==> src/verilog/pfm_pkg.sv <==
// Purpose: constants for the mode-dependent port function mux
// Assumes: mode code latched from mode pins after reset release
// Notes:   single clock, no register bus
package pfm_pkg;
    localparam logic [2:0] MODE_EXP4   = 3'h4;
    localparam logic [2:0] MODE_EXP5   = 3'h5;
    localparam logic [2:0] MODE_EXP6   = 3'h6;
    localparam logic [2:0] MODE_SINGLE = 3'h7;
    localparam int         PORT_W      = 8;
    localparam logic [7:0] BYTE_ZERO   = 8'h00;
    localparam logic [7:0] BYTE_ONES   = 8'hFF;
    localparam int         BIT_INT0    = 4;
    localparam int         BIT_INT1    = 6;
    localparam int         BIT_CLK_PIN  = 7;
    localparam int         BIT_ADDR_STB = 6;
    localparam int         BIT_READ_STB = 5;
    localparam int         BIT_HIGH_STB = 4;
    localparam int         BIT_LOW_STB  = 3;
    localparam int         BIT_REQ_PIN  = 0;
    typedef enum logic [1:0] {
        PFM_ST_RESET = 2'h0,
        PFM_ST_LATCH = 2'h1,
        PFM_ST_RUN   = 2'h3
    } pfm_state_e;
endpackage

==> src/verilog/pfm_mux.sv <==
// Purpose: per-mode pin function selection for clock, strobe, select and ports
// Assumes: mode pins steady around reset; oe low means the pin is driven
// Notes:   mode sampled once after reset; outputs registered, one cycle late
// Operation
// - clock pin: input when direction 0, system clock out when 1; mode-based reset.
// - chip select 0 pin: driven when direction 1 in modes 4-6; resets 1 in modes 4 and 5, 0 otherwise.
// - port 1: general I/O plus timer capture/clock inputs and interrupt lines 0, 1.
// - port 4: input only, each pin also one converter channel.
// - port B: address A8-A15 in modes 4-6, plain I/O in mode 7.
// - low strobe pin: strobe in 16-bit bus in modes 4-6; else I/O plus interrupt 3 and trigger.
// - bus request pin: I/O until release enable set in modes 4-6, then request input; interrupt 2 kept.
`timescale 1ns/1ps
module pfm_mux (
    // clock and reset
    input  wire logic       ref_clk,
    input  wire logic       rst_n,
    // mode
    input  wire logic [2:0] mode_pins,
    input  wire logic       bus_16bit,
    input  wire logic       bus_release_enable,
    // direction controls
    input  wire logic       clk_dir_wr,
    input  wire logic       clk_dir_val,
    input  wire logic       cs0_dir_wr,
    input  wire logic       cs0_dir_val,
    // internal sources
    input  wire logic       sys_clk_en,
    input  wire logic       chip_select_0,
    input  wire logic       address_strobe,
    input  wire logic       read_strobe,
    input  wire logic       high_byte_write_strobe,
    input  wire logic       low_byte_write_strobe,
    input  wire logic [7:0] addr_hi,
    input  wire logic [7:0] gpio_ctl_out,
    input  wire logic [7:0] gpio_ctl_dir,
    input  wire logic [7:0] portb_out,
    input  wire logic [7:0] portb_dir,
    input  wire logic [7:0] port1_out,
    input  wire logic [7:0] port1_dir,
    // pins in
    input  wire logic [7:0] port1_pin_in,
    input  wire logic [7:0] port4_pin_in,
    input  wire logic [7:0] portb_pin_in,
    input  wire logic [7:0] ctl_pin_in,
    // pins out; bit 7 clock, 6 addr strobe, 5 read, 4 high wr, 3 low wr, 0 bus req
    output logic [7:0]      ctl_pin_out,
    output logic [7:0]      ctl_pin_oe_n,
    output logic            cs0_pin_out,
    output logic            cs0_pin_oe_n,
    output logic [7:0]      portb_pin_out,
    output logic [7:0]      portb_pin_oe_n,
    output logic [7:0]      port1_pin_out,
    output logic [7:0]      port1_pin_oe_n,
    // routed inputs
    output logic [7:0]      port1_data_in,
    output logic [7:0]      pulse_timer_unit_in,
    output logic            ext_int_line_0,
    output logic            ext_int_line_1,
    output logic            ext_int_line_2,
    output logic            ext_int_line_3,
    output logic            conv_trigger_in,
    output logic            bus_request_in,
    output logic [7:0]      converter_channel,
    output logic [7:0]      port4_data_in,
    output logic [7:0]      portb_data_in,
    output logic [7:0]      ctl_data_in,
    output logic            clk_dir_q,
    output logic            cs0_dir_q
);
    pfm_pkg::pfm_state_e st_q;
    logic [2:0] mode_q;
    logic [7:0] p1_s, p4_s, pb_s, ctl_s;
    logic [4*pfm_pkg::PORT_W-1:0] pins_s;
    logic [2:0] mode_meta_q, mode_s_q;
    logic       expanded;

    pfm_sync #(.W(4*pfm_pkg::PORT_W)) u_sync (
        .ref_clk (ref_clk),
        .rst_n   (rst_n),
        .d       ({port1_pin_in, port4_pin_in, portb_pin_in, ctl_pin_in}),
        .q       (pins_s)
    );

    assign {p1_s, p4_s, pb_s, ctl_s} = pins_s;

    // mode pins synchronised without reset so they settle while reset is held
    always_ff @(posedge ref_clk) begin
        mode_meta_q <= mode_pins;
        mode_s_q    <= mode_meta_q;
    end

    // mode caught after release, never under reset
    always_ff @(posedge ref_clk or negedge rst_n) begin
        if (!rst_n) begin
            st_q   <= pfm_pkg::PFM_ST_RESET;
            mode_q <= pfm_pkg::MODE_SINGLE;
        end else begin
            case (st_q)
                pfm_pkg::PFM_ST_RESET: st_q <= pfm_pkg::PFM_ST_LATCH;
                pfm_pkg::PFM_ST_LATCH: begin
                    mode_q <= mode_s_q;
                    st_q   <= pfm_pkg::PFM_ST_RUN;
                end
                pfm_pkg::PFM_ST_RUN:   st_q <= pfm_pkg::PFM_ST_RUN;
                default:               st_q <= pfm_pkg::PFM_ST_RESET;
            endcase
        end
    end

    assign expanded = (st_q == pfm_pkg::PFM_ST_RUN) && (mode_q != pfm_pkg::MODE_SINGLE);

    // direction bits: mode-dependent value loaded at latch; writes later
    always_ff @(posedge ref_clk or negedge rst_n) begin
        if (!rst_n) begin
            clk_dir_q <= 1'b0;
            cs0_dir_q <= 1'b0;
        end else if (st_q == pfm_pkg::PFM_ST_LATCH) begin
            clk_dir_q <= (mode_s_q != pfm_pkg::MODE_SINGLE);
            cs0_dir_q <= (mode_s_q == pfm_pkg::MODE_EXP4) ||
                         (mode_s_q == pfm_pkg::MODE_EXP5);
        end else if (st_q == pfm_pkg::PFM_ST_RUN) begin
            if (clk_dir_wr)
                clk_dir_q <= clk_dir_val;
            if (cs0_dir_wr)
                cs0_dir_q <= cs0_dir_val;
        end
    end

    // control port pins
    always_ff @(posedge ref_clk or negedge rst_n) begin
        if (!rst_n) begin
            ctl_pin_out  <= pfm_pkg::BYTE_ZERO;
            ctl_pin_oe_n <= pfm_pkg::BYTE_ONES;
            cs0_pin_out  <= 1'b1;
            cs0_pin_oe_n <= 1'b1;
        end else begin
            for (int i = 0; i < pfm_pkg::PORT_W; i++) begin
                ctl_pin_out[i]  <= gpio_ctl_out[i];
                ctl_pin_oe_n[i] <= ~gpio_ctl_dir[i];
            end
            ctl_pin_out[pfm_pkg::BIT_CLK_PIN]  <= sys_clk_en;
            ctl_pin_oe_n[pfm_pkg::BIT_CLK_PIN] <= ~clk_dir_q;
            if (expanded) begin
                ctl_pin_out[pfm_pkg::BIT_ADDR_STB]  <= address_strobe;
                ctl_pin_out[pfm_pkg::BIT_READ_STB]  <= read_strobe;
                ctl_pin_out[pfm_pkg::BIT_HIGH_STB]  <= high_byte_write_strobe;
                ctl_pin_oe_n[pfm_pkg::BIT_ADDR_STB] <= 1'b0;
                ctl_pin_oe_n[pfm_pkg::BIT_READ_STB] <= 1'b0;
                ctl_pin_oe_n[pfm_pkg::BIT_HIGH_STB] <= 1'b0;
            end
            if (expanded && bus_16bit) begin
                ctl_pin_out[pfm_pkg::BIT_LOW_STB]  <= low_byte_write_strobe;
                ctl_pin_oe_n[pfm_pkg::BIT_LOW_STB] <= 1'b0;
            end
            if (expanded && bus_release_enable)
                ctl_pin_oe_n[pfm_pkg::BIT_REQ_PIN] <= 1'b1;
            cs0_pin_out  <= chip_select_0;
            cs0_pin_oe_n <= ~(expanded && cs0_dir_q);
        end
    end

    // port B and port 1 pins
    always_ff @(posedge ref_clk or negedge rst_n) begin
        if (!rst_n) begin
            portb_pin_out  <= pfm_pkg::BYTE_ZERO;
            portb_pin_oe_n <= pfm_pkg::BYTE_ONES;
            port1_pin_out  <= pfm_pkg::BYTE_ZERO;
            port1_pin_oe_n <= pfm_pkg::BYTE_ONES;
        end else begin
            portb_pin_out  <= expanded ? addr_hi : portb_out;
            portb_pin_oe_n <= expanded ? pfm_pkg::BYTE_ZERO : ~portb_dir;
            port1_pin_out  <= port1_out;
            port1_pin_oe_n <= ~port1_dir;
        end
    end

    // routed inputs
    always_ff @(posedge ref_clk or negedge rst_n) begin
        if (!rst_n) begin
            port1_data_in       <= pfm_pkg::BYTE_ZERO;
            pulse_timer_unit_in <= pfm_pkg::BYTE_ZERO;
            ext_int_line_0      <= 1'b0;
            ext_int_line_1      <= 1'b0;
            ext_int_line_2      <= 1'b0;
            ext_int_line_3      <= 1'b0;
            conv_trigger_in     <= 1'b0;
            bus_request_in      <= 1'b0;
            converter_channel   <= pfm_pkg::BYTE_ZERO;
            port4_data_in       <= pfm_pkg::BYTE_ZERO;
            portb_data_in       <= pfm_pkg::BYTE_ZERO;
            ctl_data_in         <= pfm_pkg::BYTE_ZERO;
        end else begin
            port1_data_in       <= p1_s;
            pulse_timer_unit_in <= p1_s;
            ext_int_line_0      <= p1_s[pfm_pkg::BIT_INT0];
            ext_int_line_1      <= p1_s[pfm_pkg::BIT_INT1];
            converter_channel   <= p4_s;
            port4_data_in       <= p4_s;
            portb_data_in       <= pb_s;
            ctl_data_in         <= ctl_s;
            ext_int_line_2      <= ctl_s[pfm_pkg::BIT_REQ_PIN];
            bus_request_in      <= expanded && bus_release_enable && ctl_s[pfm_pkg::BIT_REQ_PIN];
            ext_int_line_3      <= !(expanded && bus_16bit) && ctl_s[pfm_pkg::BIT_LOW_STB];
            conv_trigger_in     <= !(expanded && bus_16bit) && ctl_s[pfm_pkg::BIT_LOW_STB];
        end
    end

    a_clk_pin_dir:
        assert property (@(posedge ref_clk) disable iff (!rst_n)
            ##1 ctl_pin_oe_n[pfm_pkg::BIT_CLK_PIN] == !$past(clk_dir_q))
        else $error("clock pin direction wrong");
    a_cs0_reset_val:
        assert property (@(posedge ref_clk) disable iff (!rst_n)
            st_q == pfm_pkg::PFM_ST_LATCH |=> cs0_dir_q ==
            ($past(mode_s_q) == pfm_pkg::MODE_EXP4 || $past(mode_s_q) == pfm_pkg::MODE_EXP5))
        else $error("select direction reset value wrong");
    a_int0_tap:
        assert property (@(posedge ref_clk) disable iff (!rst_n)
            ##1 ext_int_line_0 == $past(p1_s[pfm_pkg::BIT_INT0])) else $error("int0 tap wrong");
    a_port4_chan:
        assert property (@(posedge ref_clk) disable iff (!rst_n)
            ##1 converter_channel == $past(p4_s)) else $error("converter channel mismatch");
    a_portb_single:
        assert property (@(posedge ref_clk) disable iff (!rst_n)
            !expanded |=> portb_pin_oe_n == ~$past(portb_dir)) else $error("port B not plain");
    a_low_strobe:
        assert property (@(posedge ref_clk) disable iff (!rst_n)
            expanded && bus_16bit |=> !ctl_pin_oe_n[pfm_pkg::BIT_LOW_STB] && !conv_trigger_in)
        else $error("low strobe not driven");
    a_bus_req_gate:
        assert property (@(posedge ref_clk) disable iff (!rst_n)
            !bus_release_enable |=> !bus_request_in) else $error("request passed while disabled");
    a_strobe_drive:
        assert property (@(posedge ref_clk) disable iff (!rst_n)
            expanded |=> ctl_pin_oe_n[pfm_pkg::BIT_ADDR_STB:pfm_pkg::BIT_HIGH_STB] == 3'h0)
        else $error("bus strobes not driven");
endmodule // pfm_mux

==> src/verilog/pfm_sync.sv <==
// Purpose: two-flop synchroniser for pin inputs
// Assumes: asynchronous sources
// Notes:   first stage feeds only the second
`timescale 1ns/1ps
module pfm_sync #(
    parameter int W = 8
) (
    // clock and reset
    input  wire logic         ref_clk,
    input  wire logic         rst_n,
    // data
    input  wire logic [W-1:0] d,
    output logic      [W-1:0] q
);
    logic [W-1:0] meta_q;
    always_ff @(posedge ref_clk or negedge rst_n) begin
        if (!rst_n) begin
            meta_q <= '0;
            q      <= '0;
        end else begin
            meta_q <= d;
            q      <= meta_q;
        end
    end
endmodule // pfm_sync
==> config.mk <==
export PLATFORM = sky130hd
export DESIGN_NAME = pfm_mux
export DESIGN_NICKNAME = d
export VERILOG_FILES = /design/src/verilog/pfm_pkg.sv /design/src/verilog/pfm_mux.sv /design/src/verilog/pfm_sync.sv
export SDC_FILE = /design/constraint.sdc
export NUM_CORES = 1
export LEC_CHECK = 0
export BUFFER_PORTS_ARGS = -buffer_cell sky130_fd_sc_hd__buf_2
export CORE_ASPECT_RATIO = 0.5
export CORE_UTILIZATION = 45
export DETAILED_ROUTE_END_ITERATION = 8
export GPL_ROUTABILITY_DRIVEN = 0
export PLACE_DENSITY = 0.83
export SLEW_MARGIN = 20
export SYNTH_ARGS = -nofsm -noshare
export SYNTH_HDL_FRONTEND = slang
export SYNTH_SLANG_ARGS = --single-unit
==> constraint.sdc <==
create_clock -name ref_clk -period 2.6 [get_ports ref_clk]
set_input_delay 0.65 -clock ref_clk [delete_from_list [all_inputs] [get_ports ref_clk]]
set_output_delay 0.65 -clock ref_clk [all_outputs]
set_load 0.05 [all_outputs]
# ---- Word level (Yosys, flattened, before mapping)
# Index checks and enable logic that the tools add are counted.
dict set report word_totals {
  out_inout_bits 106
  ff_bits 164
  word_cells 71
  inputBits 105
}
dict set report classes {
  n_bitwise 11
  eq_ne 6
  reduce_logical 15
  muxes 14
}
# cell n
set op_table {}
lappend op_table {{8-bit two-way mux} 2}
lappend op_table {{8-bit NOT} 2}
lappend op_table {{1-bit two-way mux} 9}
lappend op_table {{1-bit NOT} 9}
lappend op_table {{3-bit equality test (second input constant)} 2}
lappend op_table {{1-bit logical AND} 6}
lappend op_table {{3-bit two-way mux} 2}
lappend op_table {{3-bit inequality test (second input constant)} 2}
lappend op_table {{2-bit nonzero test} 3}
lappend op_table {{2-bit case mux with 2 select lines} 1}
lappend op_table {{2-bit AND reduction} 2}
lappend op_table {{2-bit by 1-bit equality test with 1-bit output (second input constant)} 1}
lappend op_table {{2-bit equality test (second input constant)} 1}
lappend op_table {{2-bit zero test} 1}
lappend op_table {{2-bit OR reduction} 1}
lappend op_table {{1-bit zero test} 1}
lappend op_table {{1-bit logical OR} 1}

# ---- Depth between registers and ports, before layout
dict set report depth {
  word_depth 5
  ltp_mapped 6
  mapped_depth_nobuf 3
}

# ---- Modules after synthesis
# Synthesis repeated with hierarchy kept, for this count alone.
dict set report hier_totals {
  hier_cells 244
  area_unflattened_um2 4643.2
}
# mod cells_each seq_area_each_um2 area_per_inst_um2 instances
set modules_own_cells {}
lappend modules_own_cells {pfm_mux 180 2433.6 3041.7 1}
lappend modules_own_cells {pfm_sync 64 1601.5 1601.5 1}

# ---- Worst setup path before layout
# OpenSTA, ideal clock, no wires.
dict set report synth_timing {
  path_type {register to output}
  start {register pulse_timer_unit_in[4] (netlist name)}
  end {output port port1_data_in[4]}
  t_required_ns 1.950
  t_arrival_ns 0.905
  slack_ns 1.045
  path_buffers 1
  path_stages_with_launch 2
  cell_sequence {dfrtp_1 -> buf_4}
}
# element line_no
set synth_lines {}
lappend synth_lines {{end, declared} pfm_mux.sv:55} ;# output logic [7:0] port1_data_in,

# ---- Worst setup path in the final report
dict set report layout_timing {
  start {register portb_pin_oe_n[7]}
  end {output port portb_pin_oe_n[7]}
}
# element line_no
set layout_lines {}
lappend layout_lines {{start, declared} pfm_mux.sv:51} ;# output logic [7:0] portb_pin_oe_n,
lappend layout_lines {{start signal, assigned} pfm_mux.sv:166} ;# portb_pin_oe_n <= pfm_pkg::BYTE_ONES;
lappend layout_lines {{start signal, assigned} pfm_mux.sv:171} ;# portb_pin_oe_n <= expanded ? pfm_pkg::BYTE_ZERO : ~portb_dir;
# No word-level cell between the ends.

==> impl_metrics.tcl <==
set metrics [dict create \
    timing.critical_path.max_delay_family "flip-flops" \
    dr_total_vias 2565 \
    worst_ep_required_time_ps 1950 \
    grt_pass1_wl_mm 14.1 \
    setup-violations-final 0 \
    wl_per_cell_um 15.6 \
    worst_setup_path_startpoint "portb_pin_oe_n[7]" \
    num_io_pins 211 \
    crit_buf_inv 1 \
    cp_slowest_stage_delay_ps 520 \
    synth_top_area_share_pct 67.9 \
    final.setup_skew_ps 5.47 \
    timing_max_transition_violations_final 0 \
    report.final.hold_viol_count 0 \
    clk_pin_slew_worst_paths_ps 60 \
    final_common_cell "buf_2" \
    power_frac_seq_pct 48.9 \
    max_cap_viol_count 0 \
    share_of_power_burned_in_the_clock_network_pct 40.5 \
    dieWidth_um 146 \
    worst_pin_slew_ps 475 \
    cts-hold-fix-buffers 0 \
    internal_power_uw 4130 \
    drt_pass_1_iters 4 \
    outcome "finished clean" \
    final_min_period_ps 1850 \
    dieHeight_um 73.8 \
    ys_seq_elements 161 \
    hold_path.class "in2async" \
    cts.path.max_buffers 2 \
    layout_common_cells "207 x buf_2, 126 x dfrtp_1, 29 x dfstp_2, 17 x clkbuf_16, 13 x nor2_1" \
    cts.sinks 161 \
    path_max_fanout 1 \
    ir_worst_vdd_mv 0.510 \
    leakage_uw 0.00319 \
    synth_edf_count 0 \
    reg.largest.list "u_sync.meta_q (32), u_sync.q (32)" \
    postSynth.asyncResetShare_pct 96.3 \
    route.antenna.remaining_nets 0 \
    reg2reg_from "st_q[0]" \
    yosysWarnings 0 \
    diodes 0 \
    finalWirelength_mm 9.32 \
    first_global_vias 2829 \
    design.core.area_mm2 0.00973 \
    core.rowCount 25 \
    synth_area_leader_cell "dfrtp_1" \
    layout-area-overhead-vs-synth_pct 34.7 \
    p_sw_uw 1380 \
    synth.area.top_cells "dfrtp_1 68%, dfstp_2 16%, buf_4 3.4%" \
    post-dp-hpwl_mm 6.36 \
    synthesis.area_mm2 0.00464 \
    achievable-frequency_mhz 542 \
    synthCells 244 \
    grt_usage_pct 18.3 \
    gr-total-overflow 0 \
    mappedNetlistNets 349 \
    antenna_violations_before_repair 0 \
    setup_total_negative_slack_ps 0 \
    rsz0062_at_grt "no" \
    setup.worst_path.class "reg2out" \
    placed_cell_area_mm2 0.00571 \
    layout_worst_path_cycle_share_pct 71.0 \
    fin_util_pct 64.3 \
    post_cts.repair.setup_buffers 0 \
    numPortBuffers 208 \
    floorplan.die_area_mm2 0.0108 \
    clk_latency_ps 410 \
    cts_root_buffer "clkbuf_16" \
    synth_cell_types 27 \
    post_route_cells_drive_above_1_share_pct 61.8 \
    drc 0 \
    instances_no_fill 598 \
    powerDensity_mw_per_mm2 881 \
    worst_slew_margin_rel_pct 68.4 \
    critical_path.endpoint_type "primary output" \
    power_frac_comb_pct 10.6 \
    number_of_h_tree_branching_levels 4 \
    post_cts.resized_instances 0 \
    final_design_area_no_fill_mm2 0.00626 \
    synth-seq-area-share_pct 86.9 \
    placed_cells 566 \
    initial_utilization_pct 47.7 \
    worst-endpoint-arrival_ps 1200 \
    worst_setup_path_start_kind "flip-flop" \
    detail_route.iter0.violations 161 \
    finalNetCount 555 \
    cts_tree "built" \
    vias_per_cell 4.29 \
    numCtsBuffers 17 \
    synthesis.area_per_instance_um2 19.0 \
    cp_cell_sequence "buf_2" \
    synth_flop_cell "dfrtp_1" \
    cp_slowest_cell "dfstp_2" \
    grt_max_degree 54 \
    netSwitchingFraction_pct 25.1 \
]
==> path summary, 6_finish.rpt <==
check	endpoint	slack (ps)	cells past startpoint
max in group asynchronous	port1_pin_oe_n[4]	1720	2
max reg2reg	portb_pin_out[1]	1040	4
max	portb_pin_oe_n[7]	750	1
min in group ref_clk	mode_s_q[2]	330	0
min reg2reg	mode_s_q[2]	330	0
min	u_sync.meta_q[12]	190	1
==> stage by stage <==
stage	setup WS, ps	hold WS, ps	power, µW
CTS	738	193	5600
global placement	996	313	3300
finish	755	186	5510
detailed placement	987	313	3320
global route	720	214	5720
floorplan	1050	310	3110
==> power groups by stage <==
stage / Sequential (µW) / Clock (µW) / Combinational (µW)
CTS: 2690 / 2310 / 594
floorplan: 2990 / 0 / 125
detailed placement: 2730 / 0 / 590
finish: 2690 / 2230 / 586
global route: 2700 / 2400 / 618
global placement: 2730 / 0 / 578
==> layout make-up <==
type,instances,area [µm²]
Clock inverter,10,87.6
Fill cell,680,3470
Tap cell,135,169
Sequential cell,161,4040
Inverter,12,45.0
Timing Repair Buffer,211,1090
Clock buffer,22,454
Multi-Input combinational cell,47,370
==> logic make-up after synthesis <==
logic type	count (synthesis)	share of synthesized area, %
buffers and inverters	36	5.12
AOI/OAI and AO/OA	7	1.46
DFF	161	86.9
muxes	15	4.04
and+or+nand+nor	25	2.48
==> layer usage <==
metal,wire (µm),track usage (%),vias up
met5,0,0,-
met2,5460,34.2,84
li1,-,-,1160
met3,342,5.28,18
met4,202,10.5,0
met1,3310,19.0,1303
==> synthesized netlist by cell type (4+ instances only) <==
cell     count
mux2_2      10
nor2_1      13
dfxtp_1      6
buf_4       21
dfstp_2     29
dfrtp_1    126
inv_1       12
mux2_4       5
nand2_1      4
Note: power is estimated with default switching activity, not from simulation.
